`config.mk`:
```
export PLATFORM = sky130hd
export DESIGN_NAME = dts_top
export DESIGN_NICKNAME = d
export VERILOG_FILES = /design/src/rtl/dts_pkg.sv /design/src/rtl/dts_top.sv
export SDC_FILE = /design/constraint.sdc
export NUM_CORES = 1
export LEC_CHECK = 0
export BUFFER_PORTS_ARGS = -buffer_cell sky130_fd_sc_hd__buf_2
export CAP_MARGIN = 20
export CORE_ASPECT_RATIO = 0.9
export CORE_MARGIN = 4
export CORE_UTILIZATION = 66
export DETAILED_ROUTE_END_ITERATION = 12
export GPL_TIMING_DRIVEN = 0
export PLACE_DENSITY = 0.91
export SETUP_SLACK_MARGIN = 0.2
export SLEW_MARGIN = 20
export SYNTH_ARGS = -nofsm -noshare
export SYNTH_HDL_FRONTEND = slang
export SYNTH_SLANG_ARGS = --single-unit
```
`constraint.sdc`:
```
create_clock -name I_CORE_CLK -period 13.94 [get_ports I_CORE_CLK]
set_input_delay 0 -clock I_CORE_CLK [delete_from_list [all_inputs] [get_ports I_CORE_CLK]]
set_output_delay 0 -clock I_CORE_CLK [all_outputs]
set_load 0.005 [all_outputs]
```
`src/rtl/dts_pkg.sv`:
```
package dts_pkg;

  // ----------------------------------------------------------------
  // sizes
  // ----------------------------------------------------------------
  localparam int CH_N = 4;
  localparam int ADDR_W = 16;
  localparam int CNT_W = 16;
  localparam int BYTE_W = 8;

  // ----------------------------------------------------------------
  // reset values and counts
  // ----------------------------------------------------------------
  localparam logic [3:0] MASK_RST = 4'hf;
  localparam logic [1:0] LAST_RST = 2'h3;
  localparam logic [3:0] SWREQ_RST = 4'h0;
  localparam logic [15:0] CNT_LAST = 16'h0000;
  localparam logic [15:0] WORD_RST = 16'h0000;
  localparam logic [7:0] BYTE_RST = 8'h00;
  localparam logic [1:0] PIN_LO_RST = 2'h0;
  localparam logic [1:0] PIN_HI_RST = 2'h3;

  // ----------------------------------------------------------------
  // transfer types
  // ----------------------------------------------------------------
  typedef enum logic [1:0] {
    TYP_VERIFY = 2'b00,
    TYP_WRITE = 2'b01,
    TYP_READ = 2'b10,
    TYP_SPARE = 2'b11
  } dts_type_t;

  // ----------------------------------------------------------------
  // transfer modes
  // ----------------------------------------------------------------
  typedef enum logic [1:0] {
    MOD_DEMAND = 2'b00,
    MOD_SINGLE = 2'b01,
    MOD_BLOCK = 2'b10,
    MOD_CASCADE = 2'b11
  } dts_mode_t;

  // ----------------------------------------------------------------
  // sequencer states
  // ----------------------------------------------------------------
  typedef enum logic [2:0] {
    ST_IDLE = 3'b000,
    ST_REQ = 3'b001,
    ST_ADR = 3'b010,
    ST_RD = 3'b011,
    ST_WR = 3'b100,
    ST_WAIT = 3'b101,
    ST_END = 3'b110,
    ST_CASC = 3'b111
  } dts_state_t;

endpackage

```
`src/rtl/dts_top.sv`:
```
`timescale 1ns/10ps
module dts_top (
  input wire logic I_CORE_CLK,
  input wire logic I_RST_B,
  // configuration
  input wire logic I_ENABLE,
  input wire logic I_PRIO_ROTATE,
  input wire logic I_EXT_WRITE,
  input wire logic I_COMPRESSED,
  input wire logic I_MEM2MEM,
  input wire dts_pkg::dts_type_t I_TYPE [dts_pkg::CH_N],
  input wire dts_pkg::dts_mode_t I_MODE [dts_pkg::CH_N],
  input wire logic [dts_pkg::CH_N-1:0] I_AUTO_INIT,
  input wire logic [dts_pkg::CH_N-1:0] I_ADDR_DEC,
  // programming strobes
  input wire logic I_PROG_WR,
  input wire logic [1:0] I_PROG_CH,
  input wire logic [dts_pkg::ADDR_W-1:0] I_PROG_ADDR,
  input wire logic [dts_pkg::CNT_W-1:0] I_PROG_COUNT,
  input wire logic I_MASK_WR,
  input wire logic [dts_pkg::CH_N-1:0] I_MASK_VAL,
  input wire logic [dts_pkg::CH_N-1:0] I_SW_REQ,
  // pins
  input wire logic [dts_pkg::CH_N-1:0] I_CH_REQ,
  input wire logic I_HOLD_GRANT,
  input wire logic I_READY,
  input wire logic I_EOP_IN,
  input wire logic [dts_pkg::BYTE_W-1:0] I_DATA_IN,
  output logic O_HOLD_REQ,
  output logic O_ADDR_EN,
  output logic O_ADDR_STB,
  output logic [dts_pkg::CH_N-1:0] O_CH_ACK,
  output logic [dts_pkg::BYTE_W-1:0] O_ADDR_LO,
  output logic O_ADDR_LO_OE,
  output logic [dts_pkg::BYTE_W-1:0] O_DATA_OUT,
  output logic O_DATA_OE,
  output logic O_MEM_RD_B,
  output logic O_MEM_WR_B,
  output logic O_IO_RD_B,
  output logic O_IO_WR_B,
  output logic O_STROBE_OE,
  output logic O_EOP_OUT,
  output logic O_EOP_OE,
  output logic O_TERMINAL_COUNT,
  output logic [dts_pkg::CH_N-1:0] O_MASK
);
  import dts_pkg::*;

  // ----------------------------------------------------------------
  // declarations
  // ----------------------------------------------------------------
  logic [CH_N-1:0] req_m, req_s;
  logic grant_m, grant_s, ready_m, ready_s, eop_m, eop_s;
  logic [BYTE_W-1:0] din_m, din_s;
  dts_state_t state_q, state_d;
  logic [1:0] chan_q, chan_d, last_q, win;
  logic win_ok;
  logic m2m_q, m2m_d, phase_q, phase_d;
  logic [ADDR_W-1:0] cur_addr_q [CH_N];
  logic [ADDR_W-1:0] base_addr_q [CH_N];
  logic [CNT_W-1:0] cur_cnt_q [CH_N];
  logic [CNT_W-1:0] base_cnt_q [CH_N];
  logic [CH_N-1:0] mask_q, sw_q, pend;
  logic [BYTE_W-1:0] temp_q;
  logic eop_seen_q;
  logic [1:0] act_q, act_d;
  logic [ADDR_W-1:0] addr_nxt, addr_out;
  logic cnt_zero, tc_now, tc_evt, hi_same, verify_q, cascade_w;
  logic xfer_d, rd_on, wr_on, tc_pred;
  dts_type_t typ_d;

  // ----------------------------------------------------------------
  // pin synchronisers
  // ----------------------------------------------------------------
  // two stages for every pin before logic sees it
  always_ff @(posedge I_CORE_CLK or negedge I_RST_B) begin
    if (!I_RST_B) begin
      req_m <= SWREQ_RST;
      req_s <= SWREQ_RST;
      {grant_m, grant_s} <= PIN_LO_RST; // grant pin idles low
      {ready_m, ready_s} <= PIN_HI_RST; // ready and end pins idle high
      {eop_m, eop_s} <= PIN_HI_RST;
      din_m <= BYTE_RST;
      din_s <= BYTE_RST;
    end else begin
      req_m <= I_CH_REQ;
      req_s <= req_m;
      grant_m <= I_HOLD_GRANT;
      grant_s <= grant_m;
      ready_m <= I_READY;
      ready_s <= ready_m;
      eop_m <= I_EOP_IN;
      eop_s <= eop_m;
      din_m <= I_DATA_IN;
      din_s <= din_m;
    end
  end

  // ----------------------------------------------------------------
  // priority resolution
  // ----------------------------------------------------------------
  // search starts after the last serviced channel when rotating
  always_comb begin
    logic [1:0] c;
    c = 2'h0;
    win = 2'h0;
    win_ok = 1'b0;
    pend = (req_s & ~mask_q) | sw_q;
    for (int i = 0; i < CH_N; i++) begin
      c = I_PRIO_ROTATE ? last_q + 2'(i + 1) : 2'(i);
      if (!win_ok && pend[c]) begin
        win = c;
        win_ok = 1'b1;
      end
    end
  end

  // ----------------------------------------------------------------
  // word arithmetic of the active channel
  // ----------------------------------------------------------------
  assign act_q = m2m_q ? {1'b0, phase_q} : chan_q;
  assign act_d = m2m_d ? {1'b0, phase_d} : chan_d;
  // step by one in the programmed direction
  assign addr_nxt = I_ADDR_DEC[act_q] ? cur_addr_q[act_q] - 16'h0001 : cur_addr_q[act_q] + 16'h0001;
  assign cnt_zero = cur_cnt_q[act_q] == CNT_LAST;
  assign tc_now = cnt_zero || eop_seen_q;
  assign tc_evt = (state_q == ST_END) && tc_now && !(m2m_q && !phase_q);
  assign hi_same = addr_nxt[15:8] == cur_addr_q[act_q][15:8];
  assign verify_q = (I_TYPE[chan_q] == TYP_VERIFY) && !m2m_q;
  assign cascade_w = I_MODE[win] == MOD_CASCADE;

  // ----------------------------------------------------------------
  // state sequencer
  // ----------------------------------------------------------------
  always_comb begin
    state_d = state_q;
    chan_d = chan_q;
    m2m_d = m2m_q;
    phase_d = phase_q;
    unique case (state_q)
      ST_IDLE: begin
        // a grant still high means the previous release is not seen yet
        if (I_ENABLE && (|pend) && !grant_s) begin
          state_d = ST_REQ;
        end
      end
      ST_REQ: begin
        if (grant_s && win_ok) begin
          chan_d = win;
          m2m_d = I_MEM2MEM && (win == 2'h0);
          phase_d = 1'b0;
          state_d = cascade_w && !(I_MEM2MEM && win == 2'h0) ? ST_CASC : ST_ADR;
        end
      end
      ST_CASC: begin
        // only the request ends it; the end pin is not looked at
        if (!req_s[chan_q] && !sw_q[chan_q]) begin
          state_d = ST_IDLE;
        end
      end
      ST_ADR: begin
        state_d = ST_RD;
      end
      ST_RD: begin
        if (I_COMPRESSED && !m2m_q) begin
          state_d = (ready_s || verify_q) ? ST_END : ST_WAIT;
        end else begin
          state_d = ST_WR;
        end
      end
      ST_WR: begin
        state_d = (ready_s || verify_q) ? ST_END : ST_WAIT;
      end
      ST_WAIT: begin
        if (ready_s) begin
          state_d = ST_END;
        end
      end
      ST_END: begin
        if (m2m_q) begin
          phase_d = !phase_q;
          state_d = (phase_q && tc_now) ? ST_IDLE : ST_ADR;
        end else if (tc_now || I_MODE[chan_q] == MOD_SINGLE) begin
          state_d = ST_IDLE;
        end else if (I_MODE[chan_q] == MOD_BLOCK || req_s[chan_q]) begin
          state_d = hi_same ? ST_RD : ST_ADR;
        end else begin
          state_d = ST_IDLE;
        end
      end
    endcase
  end

  // state and channel registers
  always_ff @(posedge I_CORE_CLK or negedge I_RST_B) begin
    if (!I_RST_B) begin
      state_q <= ST_IDLE;
      chan_q <= 2'h0;
      m2m_q <= 1'b0;
      phase_q <= 1'b0;
    end else begin
      state_q <= state_d;
      chan_q <= chan_d;
      m2m_q <= m2m_d;
      phase_q <= phase_d;
    end
  end

  // last serviced channel for rotation
  always_ff @(posedge I_CORE_CLK or negedge I_RST_B) begin
    if (!I_RST_B) begin
      last_q <= LAST_RST;
    end else if (state_q == ST_REQ && state_d != ST_REQ) begin
      last_q <= win;
    end
  end

  // external end pulse caught in the ST_ADR and ST_RD states
  always_ff @(posedge I_CORE_CLK or negedge I_RST_B) begin
    if (!I_RST_B) begin
      eop_seen_q <= 1'b0;
    end else if ((state_q == ST_ADR || state_q == ST_RD) && !eop_s) begin
      eop_seen_q <= 1'b1;
    end else if (state_q == ST_IDLE) begin
      eop_seen_q <= 1'b0;
    end
  end

  // ----------------------------------------------------------------
  // per channel address and count registers
  // ----------------------------------------------------------------
  for (genvar g = 0; g < CH_N; g++) begin : g_ch
    logic reload, step;
    assign reload = tc_evt && I_AUTO_INIT[g] && (act_q == 2'(g) || (m2m_q && g < 2));
    assign step = (state_q == ST_END) && (act_q == 2'(g));
    // load base and current together, reload or step after each word
    always_ff @(posedge I_CORE_CLK or negedge I_RST_B) begin
      if (!I_RST_B) begin
        cur_addr_q[g] <= WORD_RST;
        base_addr_q[g] <= WORD_RST;
        cur_cnt_q[g] <= WORD_RST;
        base_cnt_q[g] <= WORD_RST;
      end else if (I_PROG_WR && state_q == ST_IDLE && I_PROG_CH == 2'(g)) begin
        cur_addr_q[g] <= I_PROG_ADDR;
        base_addr_q[g] <= I_PROG_ADDR;
        cur_cnt_q[g] <= I_PROG_COUNT;
        base_cnt_q[g] <= I_PROG_COUNT;
      end else if (reload) begin
        cur_addr_q[g] <= base_addr_q[g];
        cur_cnt_q[g] <= base_cnt_q[g];
      end else if (step) begin
        cur_addr_q[g] <= addr_nxt;
        cur_cnt_q[g] <= cur_cnt_q[g] - 16'h0001;
      end
    end

    // terminal count sets the mask unless auto init; set wins over write
    always_ff @(posedge I_CORE_CLK or negedge I_RST_B) begin
      if (!I_RST_B) begin
        mask_q[g] <= MASK_RST[g];
      end else if (tc_evt && !I_AUTO_INIT[g] && (act_q == 2'(g) || (m2m_q && g < 2))) begin
        mask_q[g] <= 1'b1;
      end else if (I_MASK_WR) begin
        mask_q[g] <= I_MASK_VAL[g];
      end
    end

    // software request held until any channel's operation ends
    always_ff @(posedge I_CORE_CLK or negedge I_RST_B) begin
      if (!I_RST_B) begin
        sw_q[g] <= SWREQ_RST[g];
      end else if (I_SW_REQ[g]) begin
        sw_q[g] <= 1'b1;
      end else if (state_q != ST_IDLE && state_q != ST_REQ && state_d == ST_IDLE) begin
        sw_q[g] <= 1'b0;
      end
    end
  end

  // temporary byte captured at the end of the read half
  always_ff @(posedge I_CORE_CLK or negedge I_RST_B) begin
    if (!I_RST_B) begin
      temp_q <= BYTE_RST;
    end else if (state_q == ST_END && m2m_q && !phase_q) begin
      temp_q <= din_s;
    end
  end

  // ----------------------------------------------------------------
  // pin drive registered from the next state, except the mask and the constant end level
  // ----------------------------------------------------------------
  always_comb begin
    xfer_d = (state_d == ST_ADR) || (state_d == ST_RD) || (state_d == ST_WR) ||
             (state_d == ST_WAIT) || (state_d == ST_END);
    typ_d = I_TYPE[chan_d];
    rd_on = (state_d == ST_RD) || (state_d == ST_WR) || (state_d == ST_WAIT);
    wr_on = (state_d == ST_WR) || (state_d == ST_WAIT) ||
            (state_d == ST_RD && (I_EXT_WRITE || (I_COMPRESSED && !m2m_d)));
    addr_out = (state_q == ST_END && act_d == act_q) ? addr_nxt : cur_addr_q[act_d];
    // an end pulse seen in the last read state still ends this word
    tc_pred = (state_d == ST_END) && !(m2m_d && !phase_d) &&
              ((cur_cnt_q[act_d] == CNT_LAST) || eop_seen_q ||
               ((state_q == ST_ADR || state_q == ST_RD) && !eop_s));
  end

  // bus control and strobes
  always_ff @(posedge I_CORE_CLK or negedge I_RST_B) begin
    if (!I_RST_B) begin
      O_HOLD_REQ <= 1'b0;
      O_ADDR_EN <= 1'b0;
      O_ADDR_STB <= 1'b0;
      O_CH_ACK <= 4'h0;
      O_ADDR_LO_OE <= 1'b0;
      O_STROBE_OE <= 1'b0;
      {O_MEM_RD_B, O_MEM_WR_B, O_IO_RD_B, O_IO_WR_B} <= 4'hf;
    end else begin
      O_HOLD_REQ <= state_d != ST_IDLE;
      O_ADDR_EN <= xfer_d;
      O_ADDR_STB <= state_d == ST_ADR;
      O_CH_ACK <= ((xfer_d && !m2m_d) || state_d == ST_CASC) ? 4'h1 << chan_d : 4'h0;
      O_ADDR_LO_OE <= xfer_d;
      O_STROBE_OE <= xfer_d;
      if (m2m_d) begin
        O_MEM_RD_B <= !(rd_on && !phase_d);
        O_MEM_WR_B <= !(wr_on && phase_d);
        O_IO_RD_B <= 1'b1;
        O_IO_WR_B <= 1'b1;
      end else begin
        O_MEM_RD_B <= !(rd_on && typ_d == TYP_READ);
        O_IO_WR_B <= !(wr_on && typ_d == TYP_READ);
        O_MEM_WR_B <= !(wr_on && typ_d == TYP_WRITE);
        O_IO_RD_B <= !(rd_on && typ_d == TYP_WRITE);
      end
    end
  end

  // address byte, data bus and end pin
  always_ff @(posedge I_CORE_CLK or negedge I_RST_B) begin
    if (!I_RST_B) begin
      O_ADDR_LO <= BYTE_RST;
      O_DATA_OUT <= BYTE_RST;
      O_DATA_OE <= 1'b0;
      O_EOP_OE <= 1'b0;
      O_TERMINAL_COUNT <= 1'b0;
    end else begin
      O_ADDR_LO <= addr_out[7:0];
      O_DATA_OUT <= (state_d == ST_ADR) ? addr_out[15:8] : temp_q;
      O_DATA_OE <= (state_d == ST_ADR) || (xfer_d && m2m_d && phase_d);
      O_EOP_OE <= tc_pred;
      O_TERMINAL_COUNT <= tc_pred;
    end
  end

  assign O_EOP_OUT = 1'b0;
  assign O_MASK = mask_q;

endmodule

```
; ---- Word-level counts from Yosys, hierarchy flattened
; Index checks and enable logic that the tools add are counted.
[op_classes]
n_addsub = 9
n_lt_le_gt_ge = 11
eq_ne = 28
shift = 1
n_mux = 119
n_bitwise = 8
reduce_logical = 129
[ops]
columns = cell, n
row1 = 16-bit two-way mux, 34
row2 = 16-bit binary-select mux with 2-bit select, 4
row3 = "16-bit by 1-bit subtractor with 16-bit output, second input constant", 5
row4 = 1-bit logical AND, 61
row5 = 2-bit two-way mux, 26
row6 = 1-bit two-way mux, 35
row7 = 16-bit zero test, 2
row8 = "3-bit equality test, second input constant", 8
row9 = 1-bit zero test, 24
row10 = 3-bit one-hot mux with 8 select lines, 1
row11 = 1-bit logical OR, 20
row12 = "2-bit by 3-bit less-than comparator with 1-bit output, second input constant", 6
row13 = 2-bit nonzero test, 9
row14 = 3-bit nonzero test, 6
row15 = "16-bit by 1-bit adder with 16-bit output, second input constant", 1
row16 = 2-bit binary-select mux with 2-bit select, 4
row17 = "3-bit greater-or-equal comparator, second input constant", 5
row18 = 3-bit two-way mux, 5
row19 = 2-bit inverter with 3-bit output, 5
row20 = 1-bit binary-select mux with 2-bit select, 7
row21 = "2-bit equality test, second input constant", 7
row22 = "3-bit by 2-bit equality test with 1-bit output, second input constant", 4
row23 = "2-bit by 1-bit equality test with 1-bit output, second input constant", 4
row24 = 8-bit equality test, 1
row25 = other kinds (15), 21
[word_totals]
register_bits = 341
in_bits = 90
out_inout_bits = 37
elab_cells = 358

; ---- Logic depth before layout (Yosys ltp)
; Gate-level depths: netlist of the first run.
[depth]
word_depth = 32
mapped_depth = 20
depth_no_buf = 16

; ---- Worst setup path before layout of the first run
; Ideal clock, no wire load.
[synth_path]
path_type = flip-flop to flip-flop
start = reg m2m_q
end = reg O_DATA_OUT[0] in the netlist's numbering
setup_ns = 0.125
arrival_time_ns = 4.507
required_ns = 13.815
slack_ns = 9.308
stages_incl_launch_ff = 18
n_path_buf = 2
period_less_slack_ns = 4.632
path_cell_list = dfrtp_1 > buf_2 > or4b_1 > o221ai_1 > nor2_2 > inv_2 > clkbuf_1 > ha_1 > and2_1 > a221oi_4 > o32ai_2 > or2_1 > o41a_1 > nor4b_4 > nand4_4 > o21ai_4 > nor3_4 > mux2_4
[synth_between]
elab_chain_cells = 15
word_cells_on_any_way = 44
classes_between = add/sub: 2 / eq/ne: 3 / mux: 28 / bitwise: 2 / reduce/logical: 9
[synth_rtl]
columns = element, line
row1 = "start, declared", dts_top.sv:58  ; logic m2m_q, m2m_d, phase_q, phase_d;
row2 = "start signal, assigned", dts_top.sv:204  ; m2m_q <= m2m_d;
row3 = 2-bit two-way mux, dts_top.sv:121  ; assign act_q = m2m_q ? {1'b0, phase_q} : chan_q;
row4 = 2-bit inverter with 3-bit output (not written as such), "dts_top.sv:124, dts_top.sv:125, dts_top.sv:128"
row5 = 16-bit binary-select mux with 2-bit select, "dts_top.sv:124, dts_top.sv:128"
row6 = 16-bit two-way mux (not written as such) (2 in a row), "dts_top.sv:124, dts_top.sv:128"
row7 = 16-bit by 1-bit adder with 16-bit output / 16-bit by 1-bit subtractor with 16-bit output (equally long branches), dts_top.sv:124  ; assign addr_nxt = I_ADDR_DEC[act_q] ? cur_addr_q[act_q] - 16'h0001 : cur_addr_q[act_q] + 16'h0001;
row8 = 16-bit two-way mux, dts_top.sv:124
row9 = 8-bit equality test, dts_top.sv:128  ; assign hi_same = addr_nxt[15:8] == cur_addr_q[act_q][15:8];
row10 = 1-bit two-way mux, dts_top.sv:186  ; state_d = hi_same ? ST_RD : ST_ADR;
row11 = 2-bit two-way mux, dts_top.sv:185  ; end else if (I_MODE[chan_q] == MOD_BLOCK || req_s[chan_q]) begin
row12 = 2-bit two-way mux, dts_top.sv:183  ; end else if (tc_now || I_MODE[chan_q] == MOD_SINGLE) begin
row13 = 2-bit two-way mux, dts_top.sv:180  ; if (m2m_q) begin
row14 = 3-bit one-hot mux with 8 select lines, dts_top.sv:140  ; unique case (state_q)
row15 = 3-bit by 2-bit equality test with 1-bit output, dts_top.sv:347  ; O_DATA_OUT <= (state_d == ST_ADR) ? addr_out[15:8] : temp_q;
row16 = 8-bit two-way mux *, dts_top.sv:347
row17 = "end signal, assigned", dts_top.sv:347
row18 = "end, declared", dts_top.sv:35  ; output logic [dts_pkg::BYTE_W-1:0] O_DATA_OUT,
; Mark *: on every way between the ends. The rest lies on a longest branch, timed or not. The select of a mux whose other input is x is not followed.
; A chain may end at the register's enable or synchronous reset.

; ---- Worst setup path after layout of the first run
[layout_path]
start = reg chan_q[1]
end = reg O_DATA_OUT[7] in the netlist's numbering
[layout_between]
elab_chain_cells = 15
word_cells_on_any_way = 59
classes_between = add/sub: 2 / eq/ne: 5 / mux: 37 / bitwise: 3 / reduce/logical: 12
[layout_rtl]
columns = element, line
row1 = "start, declared", dts_top.sv:56  ; logic [1:0] chan_q, chan_d, last_q, win;
row2 = "start signal, assigned", dts_top.sv:203  ; chan_q <= chan_d;
row3 = 2-bit two-way mux, dts_top.sv:121
row4 = 2-bit inverter with 3-bit output (not written as such), "dts_top.sv:124, dts_top.sv:125, dts_top.sv:128"
row5 = 16-bit binary-select mux with 2-bit select, "dts_top.sv:124, dts_top.sv:128"
row6 = 16-bit two-way mux (not written as such) (2 in a row), "dts_top.sv:124, dts_top.sv:128"
row7 = 16-bit by 1-bit adder with 16-bit output / 16-bit by 1-bit subtractor with 16-bit output (equally long branches), dts_top.sv:124
row8 = 16-bit two-way mux, dts_top.sv:124
row9 = 8-bit equality test, dts_top.sv:128
row10 = 1-bit two-way mux, dts_top.sv:186
row11 = 2-bit two-way mux, dts_top.sv:185
row12 = 2-bit two-way mux, dts_top.sv:183
row13 = 2-bit two-way mux, dts_top.sv:180
row14 = 3-bit one-hot mux with 8 select lines, dts_top.sv:140
row15 = 3-bit by 2-bit equality test with 1-bit output, dts_top.sv:347
row16 = 8-bit two-way mux *, dts_top.sv:347
; Marked as above.

==> results.toml, run 1 <==
[outcome]
status = "complete, no violations"

[synth]
synthMostInstantiatedCell = "nand2_1"
async_flop_share_pct = 100.0
synth.ff_latch_count = 341
syn_inst = 1988
yosys_warnings = 0
synth_edf_count = 0
yosysUniqueCellTypes = 94
synthFlopType = "dfrtp_1"
ys_seq_area_share_pct = 47.27
yosysTopAreaCell = "dfrtp_1"
synth_top_area_share_pct = 45.24
synth.area.top_cells = "dfrtp_1 (45%), nand2_1 (11%), a21oi_1 (3.6%)"
syn_avg_cell_area_um2 = 9.099
ys_top_cells_by_count = "nand2_1 (509), dfrtp_1 (327), nor2_1 (166), a21oi_1 (131), clkbuf_1 (91)"
syn_nets = 2091
syn_area_um2 = 18090

[timing]
finalSetupViolations = 0
tns_ns = 0
worst_pin_slew_ns = 1.167
skew_ns = 0.03286
relSlewSlack_pct = 21.93
fmax_mhz = 163.2
fin_crit_sh_pct = 43.94
report.final.slew_viol_count = 0
hold_viol = 0
finalCriticalPeriod_ns = 6.126
holdWs_ns = 0.03589
rsz0062_at_grt = "false"

[floorplan]
initial_utilization_pct = 66.92
ios = 127
core_area_um2 = 27030
rows = 57
die_x_um = 182.5
die_area_um2 = 30120
die_h_um = 165.1

[worst_hold_path]
worstHoldPathCells = 4
hold_class = "input pin to flip-flop"

[placement]
dp_hpwl_um = 42410
io_buffers = 123
place.gp.congestion = 0.9759

[critical_path]
critPathLaunchType = "flip-flop"
worstSetupPathType = "flip-flop to flip-flop"
cp.arrival_ns = 6.56
path_max_fanout = 17
cp_data_required_time_ns = 14.37
r2r_cells = 17
cp-end-kind = "flip-flop"

[run]
drv_cap = 0

[pwr]
ir_drop_v = 0.0001814
p_per_area_nw_per_um2 = 284.2
power.leakage_nw = 9.736

[finish]
layout.area.seq_um2 = 8551
fillCellCount = 1717
multiInputGateArea_um2 = 8947
nets = 2328
area_growth_pct = 16.84
layout-drive-gt1-share_pct = 13.87
diodes = 0

[grt]
grt_start_max_net_pins = 96
grt_pass1_wl_um = 93410
grt_use_total_pct = 39.45
grt_pass1_vias = 17190
grt-ovfl-total = 0
antenna_found_initial = 0

[clock_network]
cts.sinks = 341
insertion_delay_ns = 0.55
clockBufferDepth = 3
cts_root_buf = "clkbuf_16"
cts_setup_buffers = 0
numCtsBuffers = 36
cts_tree = "built"
cts.clk_slew.worst_paths_ns = 0.07
htree_levels = 2
cts_hold_buf = 71
ctsResizeCount = 0

[route]
drt_iter0_markers = 2310
viasPerCell = 6.618
wl_per_cell_um = 23.03
first_pass_iters = 6
ant_nets = 0
post-route-drc-count = 0
num_vias = 17230
drt_wl_total_um = 59950
==> path summary, 6_finish.rpt <==
kind                                startpoint                     endpoint  slack, ns
max in group asynchronous              I_RST_B  base_addr_q[60]$_DFFE_PN0P_      12.52
min reg2reg                 din_m[7]$_DFF_PN0_           din_s[7]$_DFF_PN0_       0.34
min in group asynchronous              I_RST_B           req_s[0]$_DFF_PN0_       0.10
max reg2reg                chan_q[1]$_DFF_PN0_      O_DATA_OUT[7]$_DFF_PN0_       7.81
max                        chan_q[1]$_DFF_PN0_      O_DATA_OUT[7]$_DFF_PN0_       7.81
min                               I_PROG_CH[0]   base_cnt_q[50]$_DFFE_PN0P_       0.04
==> final cells by class <==
type | count | area share (%)
Multi-Input combinational cell | 1499 | 42.33
Sequential cell | 341 | 40.46
Timing Repair Buffer | 199 | 6.784
Clock buffer | 52 | 4.831
Buffer | 113 | 2.238
Tap cell | 354 | 2.096
Clock inverter | 10 | 0.6394
Inverter | 35 | 0.6216
==> where the power goes <==
group	internal, mW	switching, mW
combinational	1.20	2.08
sequential	1.41	0.354
clock	0.551	0.420
==> cells in the final DEF, fill, tap and decap left out, types with 33 or more instances in the layout <==
cell and count:
a21oi_1 131, buf_2 131, clkbuf_1 101, clkbuf_16 36
dfrtp_1 327, dlygate4sd3_1 71, inv_1 33, mux2_2 52
mux2i_1 62, nand2_1 509, nand3_1 41, nor2_1 166
o211ai_1 56, o21ai_0 48, xnor2_1 40
==> layer usage <==
metal	GRT usage (%)	wire length (µm)
met1	50.13	21780
met2	62.49	26940
met3	12.46	8316
met4	18.18	2921
met5	0	0
==> critical path, stage by stage (launching register included) <==
cell      delay [ns]
dfrtp_1         0.45
clkbuf_1        0.47
nand2b_1        0.22
o221ai_1        0.27
nor2_2          0.14
inv_2           0.13
clkbuf_1        0.68
ha_1            0.22
clkbuf_1        0.31
a41oi_1         0.21
o31ai_1         0.39
o211ai_1        0.18
a211oi_2        0.70
xnor2_1         0.21
a211o_1         0.20
o21ai_4         0.11
nor3_4          0.73
mux2_4          0.38
==> through the flow <==
stage | power, mW | utilization [%] | cells | setup slack, ns | instance area (µm²)
finish | 6.006 | 78.19 | 2603 | 7.814 | 21140
floorplan | 3.825 | - | 1988 | 9.308 | 18090
global route | 6.311 | 78.19 | 2603 | 7.475 | 21140
CTS | 5.831 | 78.16 | 2603 | 7.985 | 21130
global placement | 4.677 | 70.84 | 2465 | 6.537 | 19150
detailed placement | 4.815 | 71.25 | 2470 | 8.054 | 19260
==> kinds of logic (layout without fill, tap and decap cells) <==
family	count (synthesis)	count (layout)	share of synthesized area (%)
other	1	1	0.02073
buffers and inverters	148	409	3.341
AOI/OAI and AO/OA	428	428	16.50
adders and majority gates	14	14	0.9960
xor gates and xnor gates	65	65	3.189
and+or+nand+nor	862	862	20.52
DFF	341	341	47.27
muxes	129	129	8.162
==> state kept, by name, summed over array words and instances, names as in the netlist, 2 cells and up <==
signal and count:
temp_q 8, base_addr_q 64, last_q 2, din_s 8
din_m 8, sw_q 4, req_s 4, req_m 4
cur_addr_q 64, O_DATA_OUT 8, chan_q 2, base_cnt_q 64
O_CH_ACK 4, cur_cnt_q 64, O_ADDR_LO 8, state_q 3
O_MASK 4
(Power assumes the default switching activity.)
==> run 2: changes to the inputs <==
--- a/config.mk
+++ b/config.mk
@@ -9,10 +9,10 @@
 export CAP_MARGIN = 20
 export CORE_ASPECT_RATIO = 0.9
 export CORE_MARGIN = 4
-export CORE_UTILIZATION = 66
+export CORE_UTILIZATION = 55
 export DETAILED_ROUTE_END_ITERATION = 12
 export GPL_TIMING_DRIVEN = 0
-export PLACE_DENSITY = 0.91
+export PLACE_DENSITY = 0.82
 export SETUP_SLACK_MARGIN = 0.2
 export SLEW_MARGIN = 20
 export SYNTH_ARGS = -nofsm -noshare
==> constraint.sdc (replaced) <==
create_clock -name I_CORE_CLK -period 5.5 [get_ports I_CORE_CLK]
set_input_delay 0 -clock I_CORE_CLK [delete_from_list [all_inputs] [get_ports I_CORE_CLK]]
set_output_delay 0 -clock I_CORE_CLK [all_outputs]
set_load 0.005 [all_outputs]
==> run 2 against run 1 <==
Net effect:
- clock power grew to 2.7 times the previous value
- non-clock buffer count increased by 8
- fmax grew 21%
- power grew to 2.6 times the previous value
- combinational power rose to 2.5 times the previous value
- via count shrank 3.6%
- final cell count up 2.9%
- critical endpoint is now O_DATA_OE$_DFF_PN0_
==> results.toml, run 2 (synthesized netlist as in run 1, its figures left out) <==
[placement]
place_ws_ns = -0.3942
dp_hpwl_um = 42820
placed_cell_area_um2 = 19330
io_buffers = 123
placedCellCount = 2532
place.gp.congestion = 0.9589

[route]
drt_wl_total_um = 58350
ant_nets = 0
viasPerCell = 6.198
wl_per_cell_um = 21.78
post-route-drc-count = 0
first_pass_iters = 11
drt_iter0_markers = 1636
num_vias = 16600

[timing]
finalSetupViolations = 0
fmax_mhz = 197.2
skew_ns = 0.03409
worst_pin_slew_ns = 1.060
tns_ns = 0
finalCriticalPeriod_ns = 5.072
relSlewSlack_pct = 29.09
rsz0062_at_grt = "false"
postLayoutSetupSlackWorst_ns = 0.4281
report.final.slew_viol_count = 0
holdWs_ns = 0.01081
fin_crit_sh_pct = 92.22
hold_viol = 0

[clock_network]
cts.clk_slew.worst_paths_ns = 0.06
cts.sinks = 341
insertion_delay_ns = 0.55
clockBufferDepth = 3
numCtsBuffers = 38
cts_root_buf = "clkbuf_16"
htree_levels = 2
cts_tree = "built"

[critical_path]
startpoint = "phase_q$_DFF_PN0_"
cp-end-kind = "flip-flop"
endpoint = "O_DATA_OE$_DFF_PN0_"
critPathMaxStageDelay_ns = 0.50
cp_data_required_time_ns = 5.93
crit_path_frequent_cell = "a21o_1"
r2r_end = "O_DATA_OE$_DFF_PN0_"
path_cells = "nand2b_1 > and2_1 > buf_2 > clkbuf_4 > o22ai_1 > a21oi_1 > ha_1 > clkbuf_1 > a21o_1 > a21o_1 > a211oi_1 > o2111ai_1 > nor4b_4 > nand4_4 > o21ai_4 > nor3_4 > buf_12 > buf_4 > a31o_2"
crit_buf_inv = 5
path_max_fanout = 10
cp.arrival_ns = 5.50
cp_num_cells = 19
r2r_cells = 19
r2r_slack_ns = 0.43
crit-reg2reg-launch = "phase_q$_DFF_PN0_"
crit_family = "compound AO/OA/AOI/OAI gates"
worstSetupPathType = "flip-flop to flip-flop"
critPathLaunchType = "flip-flop"
slowest_stage = "dfrtp_1"

[grt]
top_usage_layer = "met2"
grt_pass1_vias = 16440
grt-ovfl-total = 0
grt_start_max_net_pins = 97
grt_pass1_wl_um = 91000
met1_usage_pct = 45.07
grtUsageMet2_pct = 47.71
antenna_found_initial = 0
grt_use_total_pct = 31.91
gr-usage-met3_pct = 8.918

[finish]
area_growth_pct = 18.39
layout-drive-gt1-share_pct = 14.58
final_cells = 2679
design_area_um2 = 21420
fin_util_pct = 66.52
final_common_cell = "nand2_1"
diodes = 0
nets = 2338
fillCellCount = 2515
layout_common_cells = "nand2_1 (509), dfrtp_1 (327), nor2_1 (166)"

[floorplan]
die_h_um = 180.0
rows = 62
core_area_um2 = 32190
initial_utilization_pct = 56.19
die_x_um = 199.2
die_area_um2 = 35860
ios = 127

[run]
drv_cap = 0

[pwr]
p_per_area_nw_per_um2 = 718.1
power.leakage_nw = 9.868
finalPower_mw = 15.38
ir_drop_v = 0.0004423

[worst_hold_path]
hold_class = "input pin to flip-flop"
worstHoldPathCells = 5

[outcome]
status = "complete, no violations"
## run 2: what timing repair did
action	4_1_cts	5_1_grt
buffers inserted	3	3
hold buffers	73	0
pin swaps	2	4
endpoints found under the hold margin	373	0
resized for setup	3	7
setup endpoints to repair	15	24
## run 2: worst min-delay path, stage by stage
cell	delay, ns
buf_2	0.12
nand2_1	0.10
nor3_1	0.15
nand2_1	0.10
nand2_1	0.05
## run 2: where the power goes
part	internal, mW	leakage, nW	switching [mW]
sequential	3.57	4.10	0.898
clock	1.53	0.632	1.05
combinational	3.15	5.14	5.19
total	8.24	9.87	7.14
## run 2: how the worst min path moves through the flow
| stage | startpoint | end | slack [ns] |
|---|---|---|---|
| finish | I_PROG_WR | base_cnt_q[18]$_DFFE_PN0P_ | 0.01 |
| global route | I_TYPE[4] | O_IO_RD_B$_DFF_PN1_ | 0.06 |
| CTS | I_PROG_WR | base_cnt_q[21]$_DFFE_PN0P_ | 0.004 |
| detailed placement | I_RST_B | req_m[0]$_DFF_PN0_ | 0.07 |
| global placement | I_DATA_IN[4] | din_m[4]$_DFF_PN0_ | 0.11 |
| floorplan | I_RST_B | O_ADDR_LO[0]$_DFF_PN0_ | -0.30 |
## run 2: layer usage
metal | vias to the layer above | share of wire (%) | routed length, µm
li1 | 7496 | - | -
met1 | 8013 | 40 | 23580
met2 | 963 | 44 | 25810
met3 | 132 | 12 | 7246
met4 | 0 | 2.9 | 1708
met5 | - | 0 | 0
## run 2: layout make-up
cell class                 count  area, µm²  share of cell area [%]
clock buffer                  53       1087                   5.077
inverter                      35      131.4                  0.6135
clock inverter                15      176.4                  0.8238
buffer                       113      484.2                   2.261
timing repair buffer         207       1511                   7.058
sequential                   341       8551                   39.93
multi-input combinational   1499       8954                   41.81
tap                          416      520.5                   2.430
